**src/hdl/gt_pkg.sv**
```systemverilog
// package for the gated 16-bit timer: offsets, fields, reset values
package gt_pkg;
  localparam logic [3:0] ADDR_CONTROL = 4'h0;
  localparam logic [3:0] ADDR_GATE = 4'h4;
  localparam logic [3:0] ADDR_COUNT_LOW = 4'h8;
  localparam logic [3:0] ADDR_COUNT_HIGH = 4'hc;
  localparam int CS_POS = 6;
  localparam int PS_POS = 4;
  localparam int OSC_POS = 3;
  localparam int NOSYNC_POS = 2;
  localparam int ON_POS = 0;
  localparam int GE_POS = 7;
  localparam int GPOL_POS = 6;
  localparam int GTM_POS = 5;
  localparam int GSPM_POS = 4;
  localparam int GGO_POS = 3;
  localparam int GVAL_POS = 2;
  localparam int GSS_POS = 0;
  localparam logic [7:0] CONTROL_RESET = 8'h00;
  localparam logic [7:0] GATE_RESET = 8'h00;
  localparam logic [7:0] CONTROL_WMASK = 8'hfd;
  localparam logic [7:0] GATE_WMASK = 8'hfb;
  localparam logic [15:0] COUNT_RESET = 16'h0000;
  localparam logic [15:0] COUNT_MAX = 16'hffff;
  localparam logic [1:0] CS_INSTR = 2'h0;
  localparam logic [1:0] CS_SYS = 2'h1;
  localparam logic [1:0] CS_PIN = 2'h2;
  localparam logic [1:0] CS_LFOSC = 2'h3;
  localparam logic [1:0] GS_PIN = 2'h0;
  localparam logic [1:0] GS_TMR8 = 2'h1;
  localparam logic [1:0] GS_CMP1 = 2'h2;
  localparam logic [1:0] GS_CMP2 = 2'h3;
  localparam logic [1:0] INSTR_DIV_LAST = 2'h3;
endpackage

```
**src/hdl/gt_timer.sv**
```systemverilog
// gated 16-bit timer with wishbone register slave
`timescale 1ns/10ps
// Operation
// each compare auto-conversion trigger clears the whole 16-bit count.
// a trigger clear does not set the rollover flag.
// compare pair acts as period; count restarts at match.
// a count byte write in the trigger cycle beats the clear.
// software should use synchronised instruction clock for triggers.
// bits 7:6 pick lf osc, pin/crystal, system or instruction clock.
// pin source uses clock pin, or crystal when oscillator enabled.
// bits 5:4 prescale by 1, 2, 4 or 8.
// control bit 3 enables the secondary oscillator.
// control bit 2 clear synchronises the count clock.
// bit 0 enables counting; clearing stops it and clears toggle flop.
// gate enable ignored when off; else counting follows the gate.
// gate polarity bit 6: 1 counts on high, 0 on low.
// bit 5 toggle mode; cleared holds the toggle flop clear.
// bit 4 single-pulse mode controls the count gate.
// armed bit set by software, cleared by hardware when done.
// read-only bit 2 shows current gate level.
// bits 1:0 pick comparator 2, comparator 1, 8-bit timer, pin.
// writable control bits reset to zero.
// count wraps ffff to 0000 and sets rollover flag.
// falling gate level sets gate event flag, even ungated.
// single pulse counts from arming until trailing edge, then done.
// 8-bit timer wrap gives one rising pulse to the gate.
// enabled ungated counter increments once per prescaler output.
module gt_timer (
  input wire logic clk_i,
  input wire logic rst_i,
  input wire logic [3:0] adr_i,
  input wire logic [31:0] dat_i,
  output logic [31:0] dat_o,
  input wire logic we_i,
  input wire logic [3:0] sel_i,
  input wire logic cyc_i,
  input wire logic stb_i,
  output logic ack_o,
  input wire logic ext_clk_pin_i,
  input wire logic crystal_clk_i,
  input wire logic low_freq_osc_i,
  input wire logic gate_pin_i,
  input wire logic comparator_one_out_i,
  input wire logic comparator_two_out_i,
  input wire logic tmr8_wrap_i,
  input wire logic compare_trigger_mode_i,
  input wire logic [15:0] compare_value_i,
  output logic [15:0] count_o,
  output logic rollover_flag_o,
  output logic gate_event_flag_o,
  output logic secondary_osc_enable_o,
  output logic trigger_o
);
  // gate level is level-compared against a delayed copy for edges
  typedef struct packed {
    logic [7:0] control;
    logic [7:0] gate;
    logic [15:0] count;
    logic [2:0] pin_sync;
    logic [2:0] xtal_sync;
    logic [2:0] lf_sync;
    logic [2:0] gpin_sync;
    logic [2:0] c1_sync;
    logic [2:0] c2_sync;
    logic pin_f;
    logic xtal_f;
    logic lf_f;
    logic gpin_f;
    logic c1_f;
    logic c2_f;
    logic [1:0] instr_div;
    logic src_prev;
    logic [2:0] prescale;
    logic gsrc_prev;
    logic toggle;
    logic gate_lvl;
    logic gate_lvl_prev;
    logic sp_run;
    logic rollover;
    logic gate_event;
    logic trig;
    logic ack;
    logic [31:0] rdata;
  } gt_state_type;

  gt_state_type s;
  gt_state_type next_s;

  // a change is taken only once stages two and three agree
  function automatic logic settle(input logic [2:0] v, input logic held);
    settle = (v[2] == v[1]) ? v[2] : held;
  endfunction

  logic wr;
  logic rd;
  logic clk_src;
  logic src_edge;
  logic tick;
  logic gate_src;
  logic gate_in;
  logic gate_ok;
  logic gate_count;
  logic count_en;
  logic match;
  logic [1:0] cs;
  logic [1:0] ps;
  logic [1:0] gss;

  always_comb
  begin
    next_s = s;
    wr = cyc_i && stb_i && we_i && !s.ack && sel_i[0];
    rd = cyc_i && stb_i && !s.ack;
    cs = s.control[gt_pkg::CS_POS +: 2];
    ps = s.control[gt_pkg::PS_POS +: 2];
    gss = s.gate[gt_pkg::GSS_POS +: 2];
    // three-stage synchronisers; only the last two stages are read
    next_s.pin_sync = {s.pin_sync[1:0], ext_clk_pin_i};
    next_s.xtal_sync = {s.xtal_sync[1:0],
      crystal_clk_i && s.control[gt_pkg::OSC_POS]};
    next_s.lf_sync = {s.lf_sync[1:0], low_freq_osc_i};
    next_s.gpin_sync = {s.gpin_sync[1:0], gate_pin_i};
    next_s.c1_sync = {s.c1_sync[1:0], comparator_one_out_i};
    next_s.c2_sync = {s.c2_sync[1:0], comparator_two_out_i};
    next_s.pin_f = settle(s.pin_sync, s.pin_f);
    next_s.xtal_f = settle(s.xtal_sync, s.xtal_f);
    next_s.lf_f = settle(s.lf_sync, s.lf_f);
    next_s.gpin_f = settle(s.gpin_sync, s.gpin_f);
    next_s.c1_f = settle(s.c1_sync, s.c1_f);
    next_s.c2_f = settle(s.c2_sync, s.c2_f);
    next_s.instr_div = s.instr_div + 2'h1;
    // async sources sampled here regardless of the no-sync bit; an
    // unsynchronised path cannot exist in a single-clock design
    unique case (cs)
      gt_pkg::CS_INSTR: clk_src = (s.instr_div == gt_pkg::INSTR_DIV_LAST);
      gt_pkg::CS_SYS: clk_src = 1'b1;
      gt_pkg::CS_PIN: clk_src = s.control[gt_pkg::OSC_POS] ?
        s.xtal_f : s.pin_f;
      gt_pkg::CS_LFOSC: clk_src = s.lf_f;
    endcase
    // sync bit clear or set, edges are taken on clk_i
    next_s.src_prev = clk_src;
    if (cs == gt_pkg::CS_SYS || cs == gt_pkg::CS_INSTR)
      src_edge = clk_src;
    else
      src_edge = clk_src && !s.src_prev;
    tick = 1'b0;
    if (src_edge && s.control[gt_pkg::ON_POS])
    begin
      next_s.prescale = s.prescale + 3'h1;
      unique case (ps)
        2'h0: tick = 1'b1;
        2'h1: tick = s.prescale[0];
        2'h2: tick = &s.prescale[1:0];
        2'h3: tick = &s.prescale;
      endcase
    end
    unique case (gss)
      gt_pkg::GS_PIN: gate_src = s.gpin_f;
      gt_pkg::GS_TMR8: gate_src = tmr8_wrap_i;
      gt_pkg::GS_CMP1: gate_src = s.c1_f;
      gt_pkg::GS_CMP2: gate_src = s.c2_f;
    endcase
    next_s.gsrc_prev = gate_src;
    if (!s.gate[gt_pkg::GTM_POS] || !s.control[gt_pkg::ON_POS])
      next_s.toggle = 1'b0;
    else if (gate_src && !s.gsrc_prev)
      next_s.toggle = !s.toggle;
    gate_in = s.gate[gt_pkg::GTM_POS] ? s.toggle : gate_src;
    gate_ok = (gate_in == s.gate[gt_pkg::GPOL_POS]);
    // single pulse: run from arming through active phase
    if (s.gate[gt_pkg::GSPM_POS])
    begin
      if (s.gate[gt_pkg::GGO_POS] && gate_ok)
        next_s.sp_run = 1'b1;
      if (s.sp_run && !gate_ok)
      begin
        next_s.sp_run = 1'b0;
        next_s.gate[gt_pkg::GGO_POS] = 1'b0;
      end
      gate_count = s.sp_run && gate_ok;
    end
    else
    begin
      next_s.sp_run = 1'b0;
      gate_count = gate_ok;
    end
    next_s.gate_lvl = gate_count;
    next_s.gate_lvl_prev = s.gate_lvl;
    if (!s.gate_lvl && s.gate_lvl_prev)
      next_s.gate_event = 1'b1;
    count_en = !s.gate[gt_pkg::GE_POS] || gate_count;
    match = compare_trigger_mode_i && (s.count == compare_value_i);
    next_s.trig = 1'b0;
    if (match)
    begin
      next_s.count = gt_pkg::COUNT_RESET;
      next_s.trig = 1'b1;
    end
    else if (tick && count_en)
    begin
      next_s.count = s.count + 16'h0001;
      if (s.count == gt_pkg::COUNT_MAX)
        next_s.rollover = 1'b1;
    end
    next_s.ack = rd;
    next_s.rdata = 32'h0000_0000;
    if (rd)
    begin
      unique case (adr_i)
        gt_pkg::ADDR_CONTROL: next_s.rdata[7:0] = s.control;
        gt_pkg::ADDR_GATE: next_s.rdata[7:0] =
          {s.gate[7:3], s.gate_lvl, s.gate[1:0]};
        gt_pkg::ADDR_COUNT_LOW: next_s.rdata[7:0] = s.count[7:0];
        gt_pkg::ADDR_COUNT_HIGH: next_s.rdata[7:0] = s.count[15:8];
        default: next_s.rdata = 32'h0000_0000;
      endcase
    end
    if (wr)
    begin
      unique case (adr_i)
        gt_pkg::ADDR_CONTROL:
          next_s.control = dat_i[7:0] & gt_pkg::CONTROL_WMASK;
        gt_pkg::ADDR_GATE:
        begin
          next_s.gate = dat_i[7:0] & gt_pkg::GATE_WMASK;
          // a gate write clears the armed bit unless it also sets single-pulse mode
          if (!dat_i[gt_pkg::GSPM_POS])
            next_s.gate[gt_pkg::GGO_POS] = 1'b0;
        end
        gt_pkg::ADDR_COUNT_LOW: next_s.count[7:0] = dat_i[7:0];
        gt_pkg::ADDR_COUNT_HIGH: next_s.count[15:8] = dat_i[7:0];
        default: next_s.count = next_s.count;
      endcase
    end
    // flag clear: write 1 to bit 8 or 9 at the control address; set wins
    if (wr && adr_i == gt_pkg::ADDR_CONTROL && sel_i[1])
    begin
      if (dat_i[8] && !(next_s.rollover && !s.rollover))
        next_s.rollover = 1'b0;
      if (dat_i[9] && !(next_s.gate_event && !s.gate_event))
        next_s.gate_event = 1'b0;
    end
  end

  always_ff @(posedge clk_i)
  begin
    if (rst_i)
    begin
      s <= '0;
      s.control <= gt_pkg::CONTROL_RESET;
      s.gate <= gt_pkg::GATE_RESET;
      s.count <= gt_pkg::COUNT_RESET;
    end
    else
      s <= next_s;
  end

  assign dat_o = s.rdata;
  assign ack_o = s.ack;
  assign count_o = s.count;
  assign rollover_flag_o = s.rollover;
  assign gate_event_flag_o = s.gate_event;
  assign secondary_osc_enable_o = s.control[gt_pkg::OSC_POS];
  assign trigger_o = s.trig;

  a_trig_clears: assert property (@(posedge clk_i) disable iff (rst_i)
    match && !wr |=> s.count == 16'h0000)
    else $error("trigger did not clear count");
  a_trig_noflag: assert property (@(posedge clk_i) disable iff (rst_i)
    match && !s.rollover && !wr |=> !s.rollover)
    else $error("trigger set rollover flag");
  a_write_wins: assert property (@(posedge clk_i) disable iff (rst_i)
    match && wr && adr_i == gt_pkg::ADDR_COUNT_LOW
    |=> s.count[7:0] == $past(dat_i[7:0]))
    else $error("trigger beat count write");
  a_off_holds: assert property (@(posedge clk_i) disable iff (rst_i)
    !s.control[0] && !match && !wr |=> s.count == $past(s.count))
    else $error("counter moved while off");
  a_toggle_clear: assert property (@(posedge clk_i) disable iff (rst_i)
    !s.gate[5] |=> !s.toggle)
    else $error("toggle flop not held clear");
  a_wrap_flag: assert property (@(posedge clk_i) disable iff (rst_i)
    tick && count_en && !match && !wr && s.count == 16'hffff
    |=> s.rollover && s.count == 16'h0000)
    else $error("rollover missing");
  a_gate_event: assert property (@(posedge clk_i) disable iff (rst_i)
    !s.gate_lvl && s.gate_lvl_prev |=> s.gate_event)
    else $error("gate event flag missing");
  a_count_step: assert property (@(posedge clk_i) disable iff (rst_i)
    tick && count_en && !match && !wr
    |=> s.count == $past(s.count) + 16'h0001)
    else $error("count did not increment");
  a_sp_done: assert property (@(posedge clk_i) disable iff (rst_i)
    s.gate[4] && s.sp_run && !gate_ok && !wr |=> !s.gate[3])
    else $error("armed bit not cleared");
  c_trigger: cover property (@(posedge clk_i) match);
  c_rollover: cover property (@(posedge clk_i) $rose(s.rollover));
  c_pulse_done: cover property (@(posedge clk_i) $fell(s.gate[3]));
  c_toggle: cover property (@(posedge clk_i) $rose(s.toggle));
  c_gate_evt: cover property (@(posedge clk_i) $rose(s.gate_event));

  // bus side: single-cycle ack, data only while acked
  a_ack_pulse: assert property (@(posedge clk_i) disable iff (rst_i)
    s.ack |=> !s.ack)
    else $error("ack held more than one cycle");
  a_ack_idle: assert property (@(posedge clk_i) disable iff (rst_i)
    !(cyc_i && stb_i) |=> !s.ack)
    else $error("ack without request");
  a_rdata_idle: assert property (@(posedge clk_i) disable iff (rst_i)
    !s.ack |-> s.rdata == 32'h0000_0000)
    else $error("read data outside ack");
  a_ctl_gap: assert property (@(posedge clk_i) disable iff (rst_i)
    !s.control[1])
    else $error("unused control bit set");

  // trigger and count
  a_trig_pulse: assert property (@(posedge clk_i) disable iff (rst_i)
    match |=> s.trig)
    else $error("trigger pulse missing");
  a_trig_idle: assert property (@(posedge clk_i) disable iff (rst_i)
    !match |=> !s.trig)
    else $error("trigger without match");
  a_write_high: assert property (@(posedge clk_i) disable iff (rst_i)
    match && wr && adr_i == gt_pkg::ADDR_COUNT_HIGH
    |=> s.count[15:8] == $past(dat_i[7:0]))
    else $error("trigger beat high byte write");
  a_ungated_run: assert property (@(posedge clk_i) disable iff (rst_i)
    tick && !s.gate[7] && !match && !wr
    |=> s.count == $past(s.count) + 16'h0001)
    else $error("ungated counter held");
  a_gated_hold: assert property (@(posedge clk_i) disable iff (rst_i)
    s.control[0] && s.gate[7] && !gate_count && !match && !wr
    |=> s.count == $past(s.count))
    else $error("closed gate let count move");
  a_rof_sticky: assert property (@(posedge clk_i) disable iff (rst_i)
    s.rollover && !(wr && adr_i == gt_pkg::ADDR_CONTROL && sel_i[1]
    && dat_i[8]) |=> s.rollover)
    else $error("rollover flag lost");
  a_gef_sticky: assert property (@(posedge clk_i) disable iff (rst_i)
    s.gate_event && !(wr && adr_i == gt_pkg::ADDR_CONTROL && sel_i[1]
    && dat_i[9]) |=> s.gate_event)
    else $error("gate event flag lost");

  // clock selection and prescale; pin edges need a low phase first
  a_sys_rate: assert property (@(posedge clk_i) disable iff (rst_i)
    cs == gt_pkg::CS_SYS && s.control[0] && ps == 2'h0 |-> tick)
    else $error("system clock tick missing");
  a_instr_rate: assert property (@(posedge clk_i) disable iff (rst_i)
    cs == gt_pkg::CS_INSTR && s.instr_div != gt_pkg::INSTR_DIV_LAST
    |-> !tick)
    else $error("instruction clock too fast");
  a_div_wrap: assert property (@(posedge clk_i) disable iff (rst_i)
    s.instr_div == 2'h3 |=> s.instr_div == 2'h0)
    else $error("instruction divider broken");
  a_pin_edge: assert property (@(posedge clk_i) disable iff (rst_i)
    cs == gt_pkg::CS_PIN && src_edge |-> !s.src_prev)
    else $error("pin count without rising edge");
  a_presc_hold: assert property (@(posedge clk_i) disable iff (rst_i)
    ps == 2'h3 && s.prescale != 3'h7 |-> !tick)
    else $error("divide by eight ticked early");
  a_xtal_off: assert property (@(posedge clk_i) disable iff (rst_i)
    !s.control[3] |=> !s.xtal_sync[0])
    else $error("crystal passed while disabled");

  // gate path
  a_off_toggle: assert property (@(posedge clk_i) disable iff (rst_i)
    !s.control[0] |=> !s.toggle)
    else $error("toggle flop kept while off");
  a_polarity: assert property (@(posedge clk_i) disable iff (rst_i)
    s.gate[6] && !s.gate[5] |-> gate_ok == gate_src)
    else $error("gate polarity wrong");
  a_toggle_flip: assert property (@(posedge clk_i) disable iff (rst_i)
    s.control[0] && s.gate[5] && gate_src && !s.gsrc_prev
    |=> s.toggle != $past(s.toggle))
    else $error("toggle flop missed an edge");
  a_sp_gate: assert property (@(posedge clk_i) disable iff (rst_i)
    s.gate[4] && !s.sp_run |-> !gate_count)
    else $error("single pulse counted before start");
  a_sp_off: assert property (@(posedge clk_i) disable iff (rst_i)
    !s.gate[4] |=> !s.sp_run)
    else $error("single pulse ran while disabled");
  a_arm_hold: assert property (@(posedge clk_i) disable iff (rst_i)
    s.gate[3] && s.gate[4] && !s.sp_run && !wr |=> s.gate[3])
    else $error("armed bit lost before pulse");
  a_level_view: assert property (@(posedge clk_i) disable iff (rst_i)
    1'b1 |=> s.gate_lvl == $past(gate_count))
    else $error("gate level not reported");
endmodule

```
**config.mk**
```make
export PLATFORM = sky130hd
export DESIGN_NAME = gt_timer
export DESIGN_NICKNAME = d
export VERILOG_FILES = /design/src/hdl/gt_pkg.sv /design/src/hdl/gt_timer.sv
export SDC_FILE = /design/constraint.sdc
export NUM_CORES = 1
export LEC_CHECK = 0
export BUFFER_PORTS_ARGS = -buffer_cell sky130_fd_sc_hd__buf_4
export CORE_ASPECT_RATIO = 1.5
export CORE_UTILIZATION = 40
export CTS_CLUSTER_DIAMETER = 40
export DETAILED_ROUTE_END_ITERATION = 10
export PLACE_DENSITY = 0.65
export SLEW_MARGIN = 20
export SYNTH_ARGS = -nofsm -noshare
export SYNTH_HDL_FRONTEND = slang
export SYNTH_SLANG_ARGS = --single-unit
```
**constraint.sdc**
```tcl
create_clock -name clk_i -period 3.4 [get_ports clk_i]
set_input_delay 0.85 -clock clk_i [delete_from_list [all_inputs] [get_ports clk_i]]
set_output_delay 0.85 -clock clk_i [all_outputs]
set_load 0.02 [all_outputs]
```
==> flow_metrics.tcl <==
set metrics [dict create \
    crit_type "reg -> reg" \
    cts_buffers 9 \
    crit_fanout 16 \
    cts_setup_buffers 0 \
    timing.slew.headroom_pct 41.92 \
    routedWlPerCell_um 15.89 \
    ys_ff_latch 77 \
    dp_hpwl_um 6830 \
    fill_cells 902 \
    die_x_um 82.07 \
    viasPerCell 5.256 \
    grt_pass1_vias 2939 \
    cts_tree "built" \
    layout-drive-gt1-share_pct 21.75 \
    fin_tns_setup_ps 0 \
    ys.flop_type "dfxtp_1" \
    grt_antenna_before_repair 0 \
    final_nets 538 \
    cap_violations 0 \
    synth.most_common_cell "dfxtp_1" \
    maxClockFrequency_mhz 403.3 \
    cts_num_sinks 77 \
    num_antenna_cells 0 \
    rsz0062_at_grt "false" \
    cts.repair.resized 0 \
    start_kind "flop" \
    wl_um 9232 \
    regArea_um2 1541 \
    status "complete, no violations" \
    core_area_um2 9308 \
    grt_first_pass_wirelength_um 14630 \
    finalSetupViolations 0 \
    die_h_um 122.1 \
    end_kind "flop" \
    hold_violations 0 \
    yosysTopAreaCellShare_pct 40.08 \
    crit_arrival_ps 2700 \
    gr-max-usage-layer "met2" \
    fin_skew_ps 6.954 \
    slew_violations 0 \
    p_per_area_nw_per_um2 457.2 \
    synth_area_leader_cell "dfxtp_1" \
    fin_crit_ps 2480 \
    cts_hold_buf 0 \
    synthCells 420 \
    met2_usage_pct 34.40 \
    avgSynthCellArea_um2 9.158 \
    hold_path.class "reg -> reg" \
    postPlaceCellArea_um2 4199 \
    synth_edf_count 0 \
    grt_start_max_net_pins 56 \
    fin_ws_ps 920.3 \
    ant_nets 0 \
    post-route-cell-area_um2 4513 \
    fin_crit_sh_pct 72.93 \
    cts-root-buf "clkbuf_16" \
    grt_util_met1_pct 20.96 \
    p_leak_nw 1.799 \
    htree_levels 3 \
    design.die.area_um2 10020 \
    dr.pass1.iters 4 \
    top_level_ports 122 \
    crit_required_ps 3620 \
    gp_congestion 0.9027 \
    grt_use_met3_pct 4.869 \
    grt_overflow 0 \
    numPlacedInstances 566 \
    vdd_drop_max_mv 0.2932 \
    synthTopCellsByCount "77 x dfxtp_1, 50 x nand2_1, 48 x buf_4" \
    multi_input_area_um2 1932 \
    num_rows 43 \
    place_ws_ps 728.1 \
    clk_pin_slew_ps 60 \
    netlist_area_um2 3846 \
    grt_use_total_pct 20.03 \
    initialDrtViolationCount 133 \
    ys_seq_area_share_pct 40.08 \
    synth_area_leaders "dfxtp_1 40%, buf_4 9.4%, xnor2_1 5.2%" \
    yosysUniqueCellTypes 50 \
    port_buffers 73 \
    clockBufferDepth 2 \
    async_reset_ff_share_pct 0 \
    tightest_slew_ps 864.6 \
    finish.utilization_pct 48.49 \
    synth_warnings 0 \
    drc 0 \
    vias 3054 \
    insertion_delay_ps 340 \
    start_util_pct 41.32 \
    area_growth_pct 17.34 \
    stdcell_count 581 \
]
[stage by stage]
step | power [mW] | hold slack (ps)
after detailed placement | 1.077 | 417.5
final | 2.063 | 422.4
after CTS | 2.082 | 425.8
after floorplan | 1.036 | 399.2
after global routing | 2.136 | 446.6
after global placement | 1.076 | 406.9
[sequential cells by signal (all words and copies together), names as in the netlist]
signal and flops:
ack_o 1, cs 2, secondary_osc_enable_o 1, next_s 13
rollover_flag_o 1, gate_event_flag_o 1, ps 2, count_o 16
trigger_o 1, gss 2, dat_o 8, s 29
[worst max-delay path, cell delays in order (launching register included)]
cell and delay (ps):
dfxtp_1 440, mux2i_1 270, mux2_2 400, o32ai_4 720
a21oi_1 250, mux2i_1 210, o21ai_1 70
[layout by cell type (no fill, tap or decap), types with 6 or more instances in the layout]
cell type  netlist  routed
o21ai_0          8       8
clkbuf_16        0       9
conb_1           1      24
and3_1           9       9
a21oi_1         15      15
nand4_1          6       6
inv_1           10      10
a211oi_1         7       7
mux4_2           7       7
nor2_1          28      28
mux2i_1         13      13
xnor2_1         23      23
dfxtp_1         77      77
o21ai_1         16      16
buf_4           48      73
nand3_1          9       9
nand2_1         50      50
xor2_1          10      10
nor2b_1         21      21
[area by class of cell]
class                           instances  share of cell area [%]
Sequential cell                        77                   34.16
Tap cell                              112                   3.105
Clock buffer                           10                   5.073
Timing Repair Buffer                   73                   12.14
Multi-Input combinational cell        294                   42.81
Inverter                               10                  0.8317
Clock inverter                          5                   1.885
[logic make-up after synthesis]
group	synth area share, %
AO/OA/AOI/OAI	11.32
XOR/XNOR	7.514
adder cells (fa/ha/maj)	1.301
buffers and inverters	11.94
flip-flops	40.08
multiplexers	9.011
other	0.09750
AND/OR/NAND/NOR	18.74
[layer usage]
layer  part of all wire [%]  vias up
met5                      0        -
met2                     52      117
met3                    4.9       31
met1                     37     1440
met4                    5.6        0
li1                       -     1466
[final timing paths]
check	to	start	cells past startpoint	slack, ps
worst max register to register	count_o[1]	gss[1]	6	920
worst min register to register	s[45]	s[45]	1	420
worst max-delay path	count_o[1]	gss[1]	6	920
worst min-delay path	s[45]	s[45]	1	420
[where the power goes]
part           internal, mW  switching (mW)  total (mW)
clock                 0.642           0.363        1.01
combinational        0.0574          0.0786       0.136
sequential            0.916         0.00655       0.922
total                  1.61           0.448        2.06
No activity file was read; power rests on OpenSTA's default activity.
